==> src/psf_pkg.sv <==
// package: command codes, field layouts and types of the status and fall-time block
`default_nettype none
package psf_pkg;
   // command codes
   localparam logic [7:0] PSF_CMD_FALL_TIME = 8'h65;
   localparam logic [7:0] PSF_CMD_SUM_BYTE = 8'h78;
   localparam logic [7:0] PSF_CMD_SUM_WORD = 8'h79;
   // fall-time word layout (linear format)
   localparam int PSF_EXP_LSB = 11;
   localparam int PSF_MANT_W = 7;
   localparam logic [6:0] PSF_MANT_RESET = 7'h03;
   localparam logic [4:0] PSF_EXP_FIXED = 5'h00;
   localparam logic [3:0] PSF_MANT_HI_FIXED = 4'h0;
   // detailed status bit positions
   localparam int PSF_VOUT_OV_FAULT = 7;
   localparam int PSF_VOUT_OV_WARN = 6;
   localparam int PSF_VOUT_UV_WARN = 5;
   localparam int PSF_VOUT_UV_FAULT = 4;
   localparam int PSF_VOUT_LIM = 3;
   localparam int PSF_VOUT_TONMAX = 2;
   localparam int PSF_IOUT_OC_FAULT = 7;
   localparam int PSF_IOUT_OC_WARN = 5;
   localparam int PSF_INPUT_LOW = 3;
   localparam int PSF_TEMP_OTF = 7;
   localparam int PSF_TEMP_OTW = 6;
   // reset values
   localparam logic PSF_PNG_MASK_RESET = 1'b1;

   // detailed status sources, held outside this block
   typedef struct packed {
      logic [7:0] vout;
      logic [7:0] iout;
      logic [7:0] input_st;
      logic [7:0] temp;
      logic [7:0] comm;
      logic bandgap_overtemp_flag;
      logic internal_supply_flag;
   } psf_detail_t;

   // command request from the bus front end
   typedef struct packed {
      logic valid;
      logic write;
      logic [7:0] code;
      logic [15:0] wdata;
   } psf_cmd_t;

   // command answer
   typedef struct packed {
      logic valid;
      logic ack;
      logic [15:0] rdata;
   } psf_resp_t;

   typedef struct packed {
      logic converter_off;
      logic overvoltage_fault_flag;
      logic overcurrent_fault_flag;
      logic temperature_alarm_flag;
      logic comm_logic_fault_flag;
      logic other_flag;
   } psf_byte_bits_t;
endpackage
`default_nettype wire

==> src/psf_regs.sv <==
// status summary and output fall-time registers
`default_nettype none

// Functional notes
// - fall-time setting lives at command 65h, end of turn-off delay to 0 V
// - programmed zero gives the fastest ramp, an active 1 ms ramp down
// - loop slave: fall-time access NACKed, data dropped, invalid command, alert
// - store-all-defaults copies the fall-time word to nonvolatile storage
// - exponent reads zero (1 ms units) and writes never change it
// - mantissa upper four bits zero, lower seven writable, reset value 3
// - quantise: <=1 gives 1, 2..6 themselves, 7..9 gives 7, 10..12 gives 10
// - further buckets 14,19,27,37,52,72 ms; above 86 gives 100 ms
// - 78h: b6 off, b5 ov, b4 oc, b2 temp, b1 comm, b0 other, rest zero
// - converter-off bit is one whenever the converter is not enabled
// - overvoltage bit mirrors vout bit 7; zero in a loop slave
// - overcurrent bit mirrors iout bit 7
// - summary bits are never cleared by writes, only via their sources
// - temperature bit set while the overtemperature fault (bit 7) or warning (bit 6) is set
// - communication bit set while any comm-logic status bit is set
// - other bit from uv fault, warnings, timeout, low input, limit, vendor flags
// - 79h word, low byte equals the 78h byte
// - word bit 15: OR of vout faults, warnings, limit warning, timeout
// - word bit 14: OR of overcurrent fault and warning
// - word bit 13: any input fault; bit 12: bandgap or internal supply flag
// - word bit 11 power-not-good is unlatched and tracks present state
// - power-not-good mask resets to one; no power-not-good alert before first power good
// - detailed source bits clear by host write, nv copy acts as alert mask
// - low input set at power-up; only events after first vin-on alert
module psf_regs
   import psf_pkg::*;
(
   // clock and reset
   input wire logic sys_clk,
   input wire logic rst,
   // command port
   input wire psf_cmd_t cmd,
   output var psf_resp_t resp,
   // configuration and detailed status
   input wire logic loop_slave,
   input wire logic converter_enabled,
   input wire logic power_good,
   input wire psf_detail_t detail,
   input wire logic src_alert,
   input wire logic vin_above_on,
   input wire logic vin_below_off,
   // power-not-good mask load
   input wire logic png_mask_wr,
   input wire logic png_mask_val,
   // nonvolatile store
   input wire logic store_all,
   output logic nv_store_valid,
   output logic [15:0] nv_fall_time,
   // events and effective fall time
   output logic invalid_command_fault,
   output logic alert_event,
   output logic [6:0] eff_fall_ms
);

   typedef struct packed {
      psf_resp_t resp;
      logic [PSF_MANT_W-1:0] mant;
      logic nv_valid;
      logic [15:0] nv_word;
      logic bad_cmd;
      logic alert;
      logic [6:0] eff_ms;
      logic png_mask;
      logic pg_seen;
      logic png_prev;
      logic vin_seen;
      logic below_prev;
      logic src_prev;
   } psf_state_t;

   psf_state_t st;
   psf_state_t next_st;

   ////////////////////////////////////////////////////////////////////////////
   // helpers

   function automatic logic [6:0] quantise(input logic [6:0] m);
      logic [6:0] ms;
      ms = 7'h64;
      if (m <= 7'h01) begin
         ms = 7'h01;
      end else if (m <= 7'h06) begin
         ms = m;
      end else if (m <= 7'h09) begin
         ms = 7'h07;
      end else if (m <= 7'h0C) begin
         ms = 7'h0A;
      end else if (m <= 7'h11) begin
         ms = 7'h0E;
      end else if (m <= 7'h16) begin
         ms = 7'h13;
      end else if (m <= 7'h20) begin
         ms = 7'h1B;
      end else if (m <= 7'h2C) begin
         ms = 7'h25;
      end else if (m <= 7'h3E) begin
         ms = 7'h34;
      end else if (m <= 7'h56) begin
         ms = 7'h48;
      end
      return ms;
   endfunction

   function automatic logic [15:0] fall_word(input logic [6:0] m);
      return {PSF_EXP_FIXED, PSF_MANT_HI_FIXED, m};
   endfunction

   ////////////////////////////////////////////////////////////////////////////
   // summary decode, purely combinational from the sources

   psf_byte_bits_t bb;
   logic [7:0] sum_byte;
   logic [7:0] sum_hi;
   logic png_now;

   always_comb begin
      bb.converter_off = ~converter_enabled;
      bb.overvoltage_fault_flag = loop_slave ? 1'b0 : detail.vout[PSF_VOUT_OV_FAULT];
      bb.overcurrent_fault_flag = detail.iout[PSF_IOUT_OC_FAULT];
      bb.temperature_alarm_flag = detail.temp[PSF_TEMP_OTF] | detail.temp[PSF_TEMP_OTW];
      bb.comm_logic_fault_flag = |detail.comm;
      bb.other_flag = detail.vout[PSF_VOUT_UV_FAULT] | detail.iout[PSF_IOUT_OC_WARN]
         | detail.vout[PSF_VOUT_OV_WARN] | detail.vout[PSF_VOUT_UV_WARN]
         | detail.vout[PSF_VOUT_TONMAX] | detail.input_st[PSF_INPUT_LOW]
         | detail.vout[PSF_VOUT_LIM] | detail.bandgap_overtemp_flag
         | detail.internal_supply_flag;
      sum_byte = {1'b0, bb.converter_off, bb.overvoltage_fault_flag,
         bb.overcurrent_fault_flag, 1'b0, bb.temperature_alarm_flag,
         bb.comm_logic_fault_flag, bb.other_flag};
      png_now = ~power_good;
      sum_hi = {|detail.vout[PSF_VOUT_OV_FAULT:PSF_VOUT_TONMAX],
         detail.iout[PSF_IOUT_OC_FAULT] | detail.iout[PSF_IOUT_OC_WARN],
         |detail.input_st,
         detail.bandgap_overtemp_flag | detail.internal_supply_flag,
         png_now, 3'h0};
   end

   ////////////////////////////////////////////////////////////////////////////
   // next state

   logic hit_fall;
   logic hit_byte;
   logic hit_word;
   logic refuse;
   logic png_evt;
   logic low_evt;
   logic src_evt;

   always_comb begin
      next_st = st;
      hit_fall = cmd.valid && (cmd.code == PSF_CMD_FALL_TIME);
      hit_byte = cmd.valid && (cmd.code == PSF_CMD_SUM_BYTE);
      hit_word = cmd.valid && (cmd.code == PSF_CMD_SUM_WORD);
      refuse = (hit_fall && loop_slave) || ((hit_byte || hit_word) && cmd.write);
      next_st.resp.valid = cmd.valid;
      next_st.resp.ack = 1'b0;
      next_st.resp.rdata = 16'h0000;
      if (hit_fall && !loop_slave) begin
         next_st.resp.ack = 1'b1;
         if (cmd.write) begin
            next_st.mant = cmd.wdata[PSF_MANT_W-1:0];
         end else begin
            next_st.resp.rdata = fall_word(st.mant);
         end
      end else if (hit_byte && !cmd.write) begin
         next_st.resp.ack = 1'b1;
         next_st.resp.rdata = {8'h00, sum_byte};
      end else if (hit_word && !cmd.write) begin
         next_st.resp.ack = 1'b1;
         next_st.resp.rdata = {sum_hi, sum_byte};
      end
      next_st.bad_cmd = refuse;
      next_st.eff_ms = quantise(st.mant);
      next_st.nv_valid = store_all;
      if (store_all) begin
         next_st.nv_word = fall_word(st.mant);
      end
      if (png_mask_wr) begin
         next_st.png_mask = png_mask_val;
      end
      if (power_good) begin
         next_st.pg_seen = 1'b1;
      end
      next_st.png_prev = png_now;
      png_evt = png_now && !st.png_prev && st.pg_seen && !st.png_mask;
      if (vin_above_on) begin
         next_st.vin_seen = 1'b1;
      end
      next_st.below_prev = vin_below_off;
      low_evt = vin_below_off && !st.below_prev && st.vin_seen;
      next_st.src_prev = src_alert;
      src_evt = src_alert && !st.src_prev; // arrives already masked
      next_st.alert = refuse || png_evt || low_evt || src_evt;
   end

   always_ff @(posedge sys_clk or posedge rst) begin
      if (rst) begin
         st <= '0;
         st.mant <= PSF_MANT_RESET;
         // the reset mantissa is its own bucket, so no lookup is needed here
         st.eff_ms <= PSF_MANT_RESET;
         st.png_mask <= PSF_PNG_MASK_RESET;
      end else begin
         st <= next_st;
      end
   end

   assign resp = st.resp;
   assign nv_store_valid = st.nv_valid;
   assign nv_fall_time = st.nv_word;
   assign invalid_command_fault = st.bad_cmd;
   assign alert_event = st.alert;
   assign eff_fall_ms = st.eff_ms;
endmodule
`default_nettype wire

==> config.mk <==
export PLATFORM = sky130hd
export DESIGN_NAME = psf_regs
export DESIGN_NICKNAME = d
export VERILOG_FILES = /design/src/psf_pkg.sv /design/src/psf_regs.sv
export SDC_FILE = /design/constraint.sdc
export NUM_CORES = 1
export LEC_CHECK = 0
export ABC_AREA = 1
export BUFFER_PORTS_ARGS = -buffer_cell sky130_fd_sc_hd__buf_2
export CORE_MARGIN = 4
export CORE_UTILIZATION = 48
export DETAILED_ROUTE_END_ITERATION = 6
export HOLD_SLACK_MARGIN = 0.08
export PLACE_DENSITY = 0.85
export SYNTH_ARGS = -nofsm -noshare
export SYNTH_HDL_FRONTEND = slang
export SYNTH_SLANG_ARGS = --single-unit
==> constraint.sdc <==
create_clock -name sys_clk -period 2 [get_ports sys_clk]
set_input_delay 0.4 -clock sys_clk [delete_from_list [all_inputs] [get_ports sys_clk]]
set_output_delay 0.4 -clock sys_clk [all_outputs]
set_load 0.01 [all_outputs]
Word level (Yosys, flattened, before mapping):

Index checks and enable logic that the tools add are counted.

* register bits after elaboration: 48
* output and inout port bits: 44
* word-level logic and storage cells: 85

* magnitude comparators: 10
* eq/ne operators: 3
* muxes and demuxes: 15
* bitwise operators: 13
* reduce and logical (&&, ||, !) cells: 29

Operators with widths (number)
* $mux 7: 10
* $mux 17: 3
* $eq 8x7->1 const B: 3
* $le 7x6->1 const B: 3
* $reduce_or 8->1: 2
* $le 7x4->1 const B: 2
* $le 7x5->1 const B: 2
* $logic_and 1x1->1: 14
* $or 1x1->1: 11
* $le 7x1->1 const B: 1
* $le 7x3->1 const B: 1
* $le 7x7->1 const B: 1
* $logic_not 1->1: 6
* $mux 6: 1
* $reduce_or 6->1: 1
* $logic_or 1x1->1: 5
* $not 1->1: 2
* $reduce_and 2->1: 1
* $mux 1: 1

Logic depth before layout (Yosys ltp):

* word-level depth: 11
* mapped depth: 11
* mapped depth without buffers: 10

Worst setup path before layout:

No wires, ideal clock.

* kind: input to register
* start: input cmd[23] (netlist name)
* end: register st[38] (netlist name)
* setup time: 118 ps
* arrival: 1288 ps
* required time: 1882 ps
* path slack: 594 ps
* stages: 7
* cells stage by stage: inv_1 nand2_1 nor4_4 nand3_2 buf_6 nand2_1 o21ai_2

* longest elaborated chain between the ends: 4

RTL lines
* start: declaration: line psf_regs.sv:36 `input wire psf_cmd_t cmd,`
* $eq 8x7->1: line psf_regs.sv:155 `hit_fall = cmd.valid && (cmd.code == PSF_CMD_FALL_TIME);`
* $logic_and 1x1->1: line psf_regs.sv:155
* $logic_and 1x1->1: line psf_regs.sv:162 `if (hit_fall && !loop_slave) begin`
* $reduce_and 2->1 (no line)
* end signal: assignment: line psf_regs.sv:208 `st <= next_st;`
* end: declaration: line psf_regs.sv:75 `psf_state_t st;`

Every way passes these cells.
A chain may end at the register's enable or synchronous reset.

==> key figures <==
Clock tree
  – Clock transition at the registers of the reported paths: 0.08 ns
  – Hold Buf Count CTS: 0
  – CTS tree: yes
  – H-tree Lvls: 2
  – Clk Latency, worst-skew pair: 0.29 ns
  – CTS Buffer Depth: 2
  – CTS buffer count: 5
  – PostCTS Resize Cnt: 0
  – CTS root buf: clkbuf_8
  – CTS sink cnt: 44
  – Setup repair bufs after CTS: 0

Critical path
  – CP most frequent cell: nand2_1
  – Arrival time of the worst setup path: 1.85 ns
  – Crit-path max FO: 6
  – Crit path required time: 2.22 ns
  – CP max-delay cell: dfstp_2
  – Max incr delay on CP: 0.57 ns
  – Crit. End Element: flop
  – Crit path cell chain: inv_1 > nand2_1 > nor2_1 > a21oi_1 > nand2_1 > nand2_1 > nand2_1 > a21oi_1
  – Critical Path Start Type: flop
  – Crit path kind: flop to flop

Yosys
  – Post-synth top flop: dfrtp_1
  – Post-synth cell types: 30
  – Post-synthesis cell area: 2240 sq um
  – Synth Warn #: 0
  – Ys async rst share: 1.00
  – Synth Register Bits: 44
  – EDFF count, synth: 0
  – Syn Area/Cell: 8.66 sq um
  – Synth Instances: 259
  – Sequential area share after synthesis: 0.494

Timing
  – Final setup violating endpoints: 0
  – Slew @ Worst Pin: 0.753 ns
  – Count of pins over their slew limit: 0
  – Tmin final: 1.63 ns
  – Fin Setup TNS: 0 ns
  – Final period util: 0.816
  – Worst setup skew after layout: 0.00320 ns
  – RSZ-0062 raised after global routing: false
  – Hold Vio Cnt, Final: 0
  – FMAX: 613 MHz
  – Relative slew margins: 0.495

Die
  – # IOs: 123
  – Num rows: 24
  – Initial core utilization: 0.505
  – Die area: 5830 sq um
  – Die Ht: 76.4 microns
  – Die Width: 76.4 microns
  – Core area: 4440 sq um

Pwr
  – Net Sw Power: 396 uW
  – Pint: 1.31 mW
  – Sw frac: 0.232
  – Clk network pwr share: 0.345
  – Combinational Power Share: 0.110
  – Leakage: 1.46 nW
  – Pwr/cell area: 665 nW/um^2
  – Seq pwr share: 0.545
  – VDD IR max: 0.261 mV

Detailed routing
  – DR WL/cell: 12.2 microns
  – ANT nets after route: 0
  – Vias per cell: 4.63
  – DR pass1 iterations: 4
  – DRC: 0
  – Drt first-iter violations: 61
  – Vias: 1727
  – Drt total wl: 4.56 mm

Job
  – Max-Cap Viols: 0

Placed design
  – Detailed Place HPWL: 3.65 mm
  – Placed instance count: 365
  – Routability cong.: 0.878
  – Port buffer count: 86

Layout
  – Share of layout cells above drive strength 1: 0.358
  – Number of fill cells: 409
  – # diodes: 0
  – Non-filler instance count after layout: 373
  – NumNets Final: 399
  – Area Growth Syn to Fin: 14.6%

Status
  – Outcome: complete, no violations

Global route
  – First-pass GRT wire length: 7.49 mm
  – Initial antenna violation count: 0
  – GR Overflow Total: 0
  – Largest net degree at the start of global routing: 26
  – Tot GR Track Use: 0.161
  – Vias in the first global route: 1675

Min path
  – Worst hold path type: input port to async pin
## metrics by stage
| step | hold slack [ns] | setup slack [ns] | area (sq um) | util | power (mW) |
|---|---|---|---|---|---|
| after global routing | 0.175 | 0.204 | 2570 | 0.579 | 1.79 |
| after detailed placement | 0.443 | 0.261 | 2470 | 0.556 | 1.14 |
| after global placement | 0.436 | 0.283 | 2470 | 0.556 | 1.13 |
| after floorplan | 0.421 | 0.577 | 2290 | - | 1.08 |
| after CTS | 0.149 | 0.385 | 2570 | 0.579 | 1.73 |
| final | 0.133 | 0.369 | 2570 | 0.579 | 1.71 |
## layout by cell type, fill, tap and decap left out
| cell type | instances |
|---|---|
| buf_2 | 86 |
| nand2_1 | 42 |
| dfrtp_1 | 39 |
| inv_1 | 32 |
| nor2_1 | 27 |
| a21oi_1 | 13 |
| conb_1 | 13 |
| o21ai_0 | 11 |
| nor3_1 | 8 |
| nand3_1 | 8 |
| o21ai_2 | 7 |
| clkbuf_8 | 7 |
| dfstp_2 | 5 |
| nor4_1 | 4 |
| nor2_2 | 2 |
| nand4_1 | 2 |
| nor4_4 | 1 |
| nand3_2 | 1 |
| inv_2 | 1 |
| nor2_4 | 1 |
| nand3b_1 | 1 |
| a31oi_1 | 1 |
| and2_2 | 1 |
| a21o_2 | 1 |
| o22ai_1 | 1 |
| a221oi_1 | 1 |
| o211ai_1 | 1 |
| clkinv_1 | 1 |
| or2_2 | 1 |
| clkbuf_1 | 1 |
| buf_12 | 1 |
## logic make-up after synthesis
group                  share of synthesized area
DFF                                        0.494
other                                    0.00167
and+or+nand+nor                            0.202
buffers and inverters                      0.205
AOI/OAI and AO/OA                         0.0976
## routing by layer
metal	wire, microns	vias to the layer above	GRT usage
met5	0	-	0
met4	61	0	0.0580
met2	2400	58	0.287
li1	-	889	-
met3	277	5	0.0473
met1	1820	775	0.181
## synthesized netlist by cell type (2+ instances only)
master | number | area share
a21oi_1 | 13 | 0.029
buf_2 | 2 | 0.0045
buf_4 | 41 | 0.14
dfrtp_1 | 39 | 0.44
dfstp_2 | 5 | 0.059
inv_1 | 33 | 0.055
nand2_1 | 42 | 0.070
nand3_1 | 8 | 0.018
nand4_1 | 2 | 0.0056
nor2_1 | 27 | 0.045
nor2_2 | 2 | 0.0056
nor3_1 | 8 | 0.018
nor4_1 | 4 | 0.011
o21ai_0 | 11 | 0.025
o21ai_2 | 7 | 0.027
## final timing paths
check	from	end	slack, ns	cells after the start
max	st[33]	eff_fall_ms[2]	0.37	8
min	rst	resp[13]	0.13	2
max reg2reg	st[33]	eff_fall_ms[2]	0.37	8
min reg2reg	st[2]	st[2]	0.47	1
max in group asynchronous	rst	eff_fall_ms[0]	1.27	3
min in group sys_clk	cmd[25]	resp[17]	0.23	1
## state kept, by name, summed over array words and instances (netlist names)
signal	flops
alert_event	1
eff_fall_ms	7
invalid_command_fault	1
nv_fall_time	7
nv_store_valid	1
resp	14
st	13
## cell type report
class                           instances  area (sq um)  area share
Tap cell                               52          65.1      0.0253
Timing Repair Buffer                   87           450       0.175
Inverter                               34           128      0.0496
Multi-Input combinational cell        148           721       0.280
Clock buffer                            8           100      0.0389
Sequential cell                        44          1110       0.431
## worst max-delay path, delay by kind of cell (launching register included)
| kind | cells | cell delay [ns] |
|---|---|---|
| AND/OR/NAND/NOR | 5 | 0.49 |
| buffers and inverters | 1 | 0.12 |
| flip-flops | 1 | 0.57 |
| AO/OA/AOI/OAI | 2 | 0.39 |
## power groups by stage
stage | registers [mW] | logic, mW | clock network [mW]
5_1_grt | 0.936 | 0.213 | 0.640
6_report | 0.933 | 0.187 | 0.590
2_1_floorplan | 0.948 | 0.133 | 0
4_1_cts | 0.933 | 0.190 | 0.612
3_3_place_gp | 0.949 | 0.184 | 0
3_5_place_dp | 0.950 | 0.189 | 0
No activity file was read; power rests on OpenSTA's default activity.
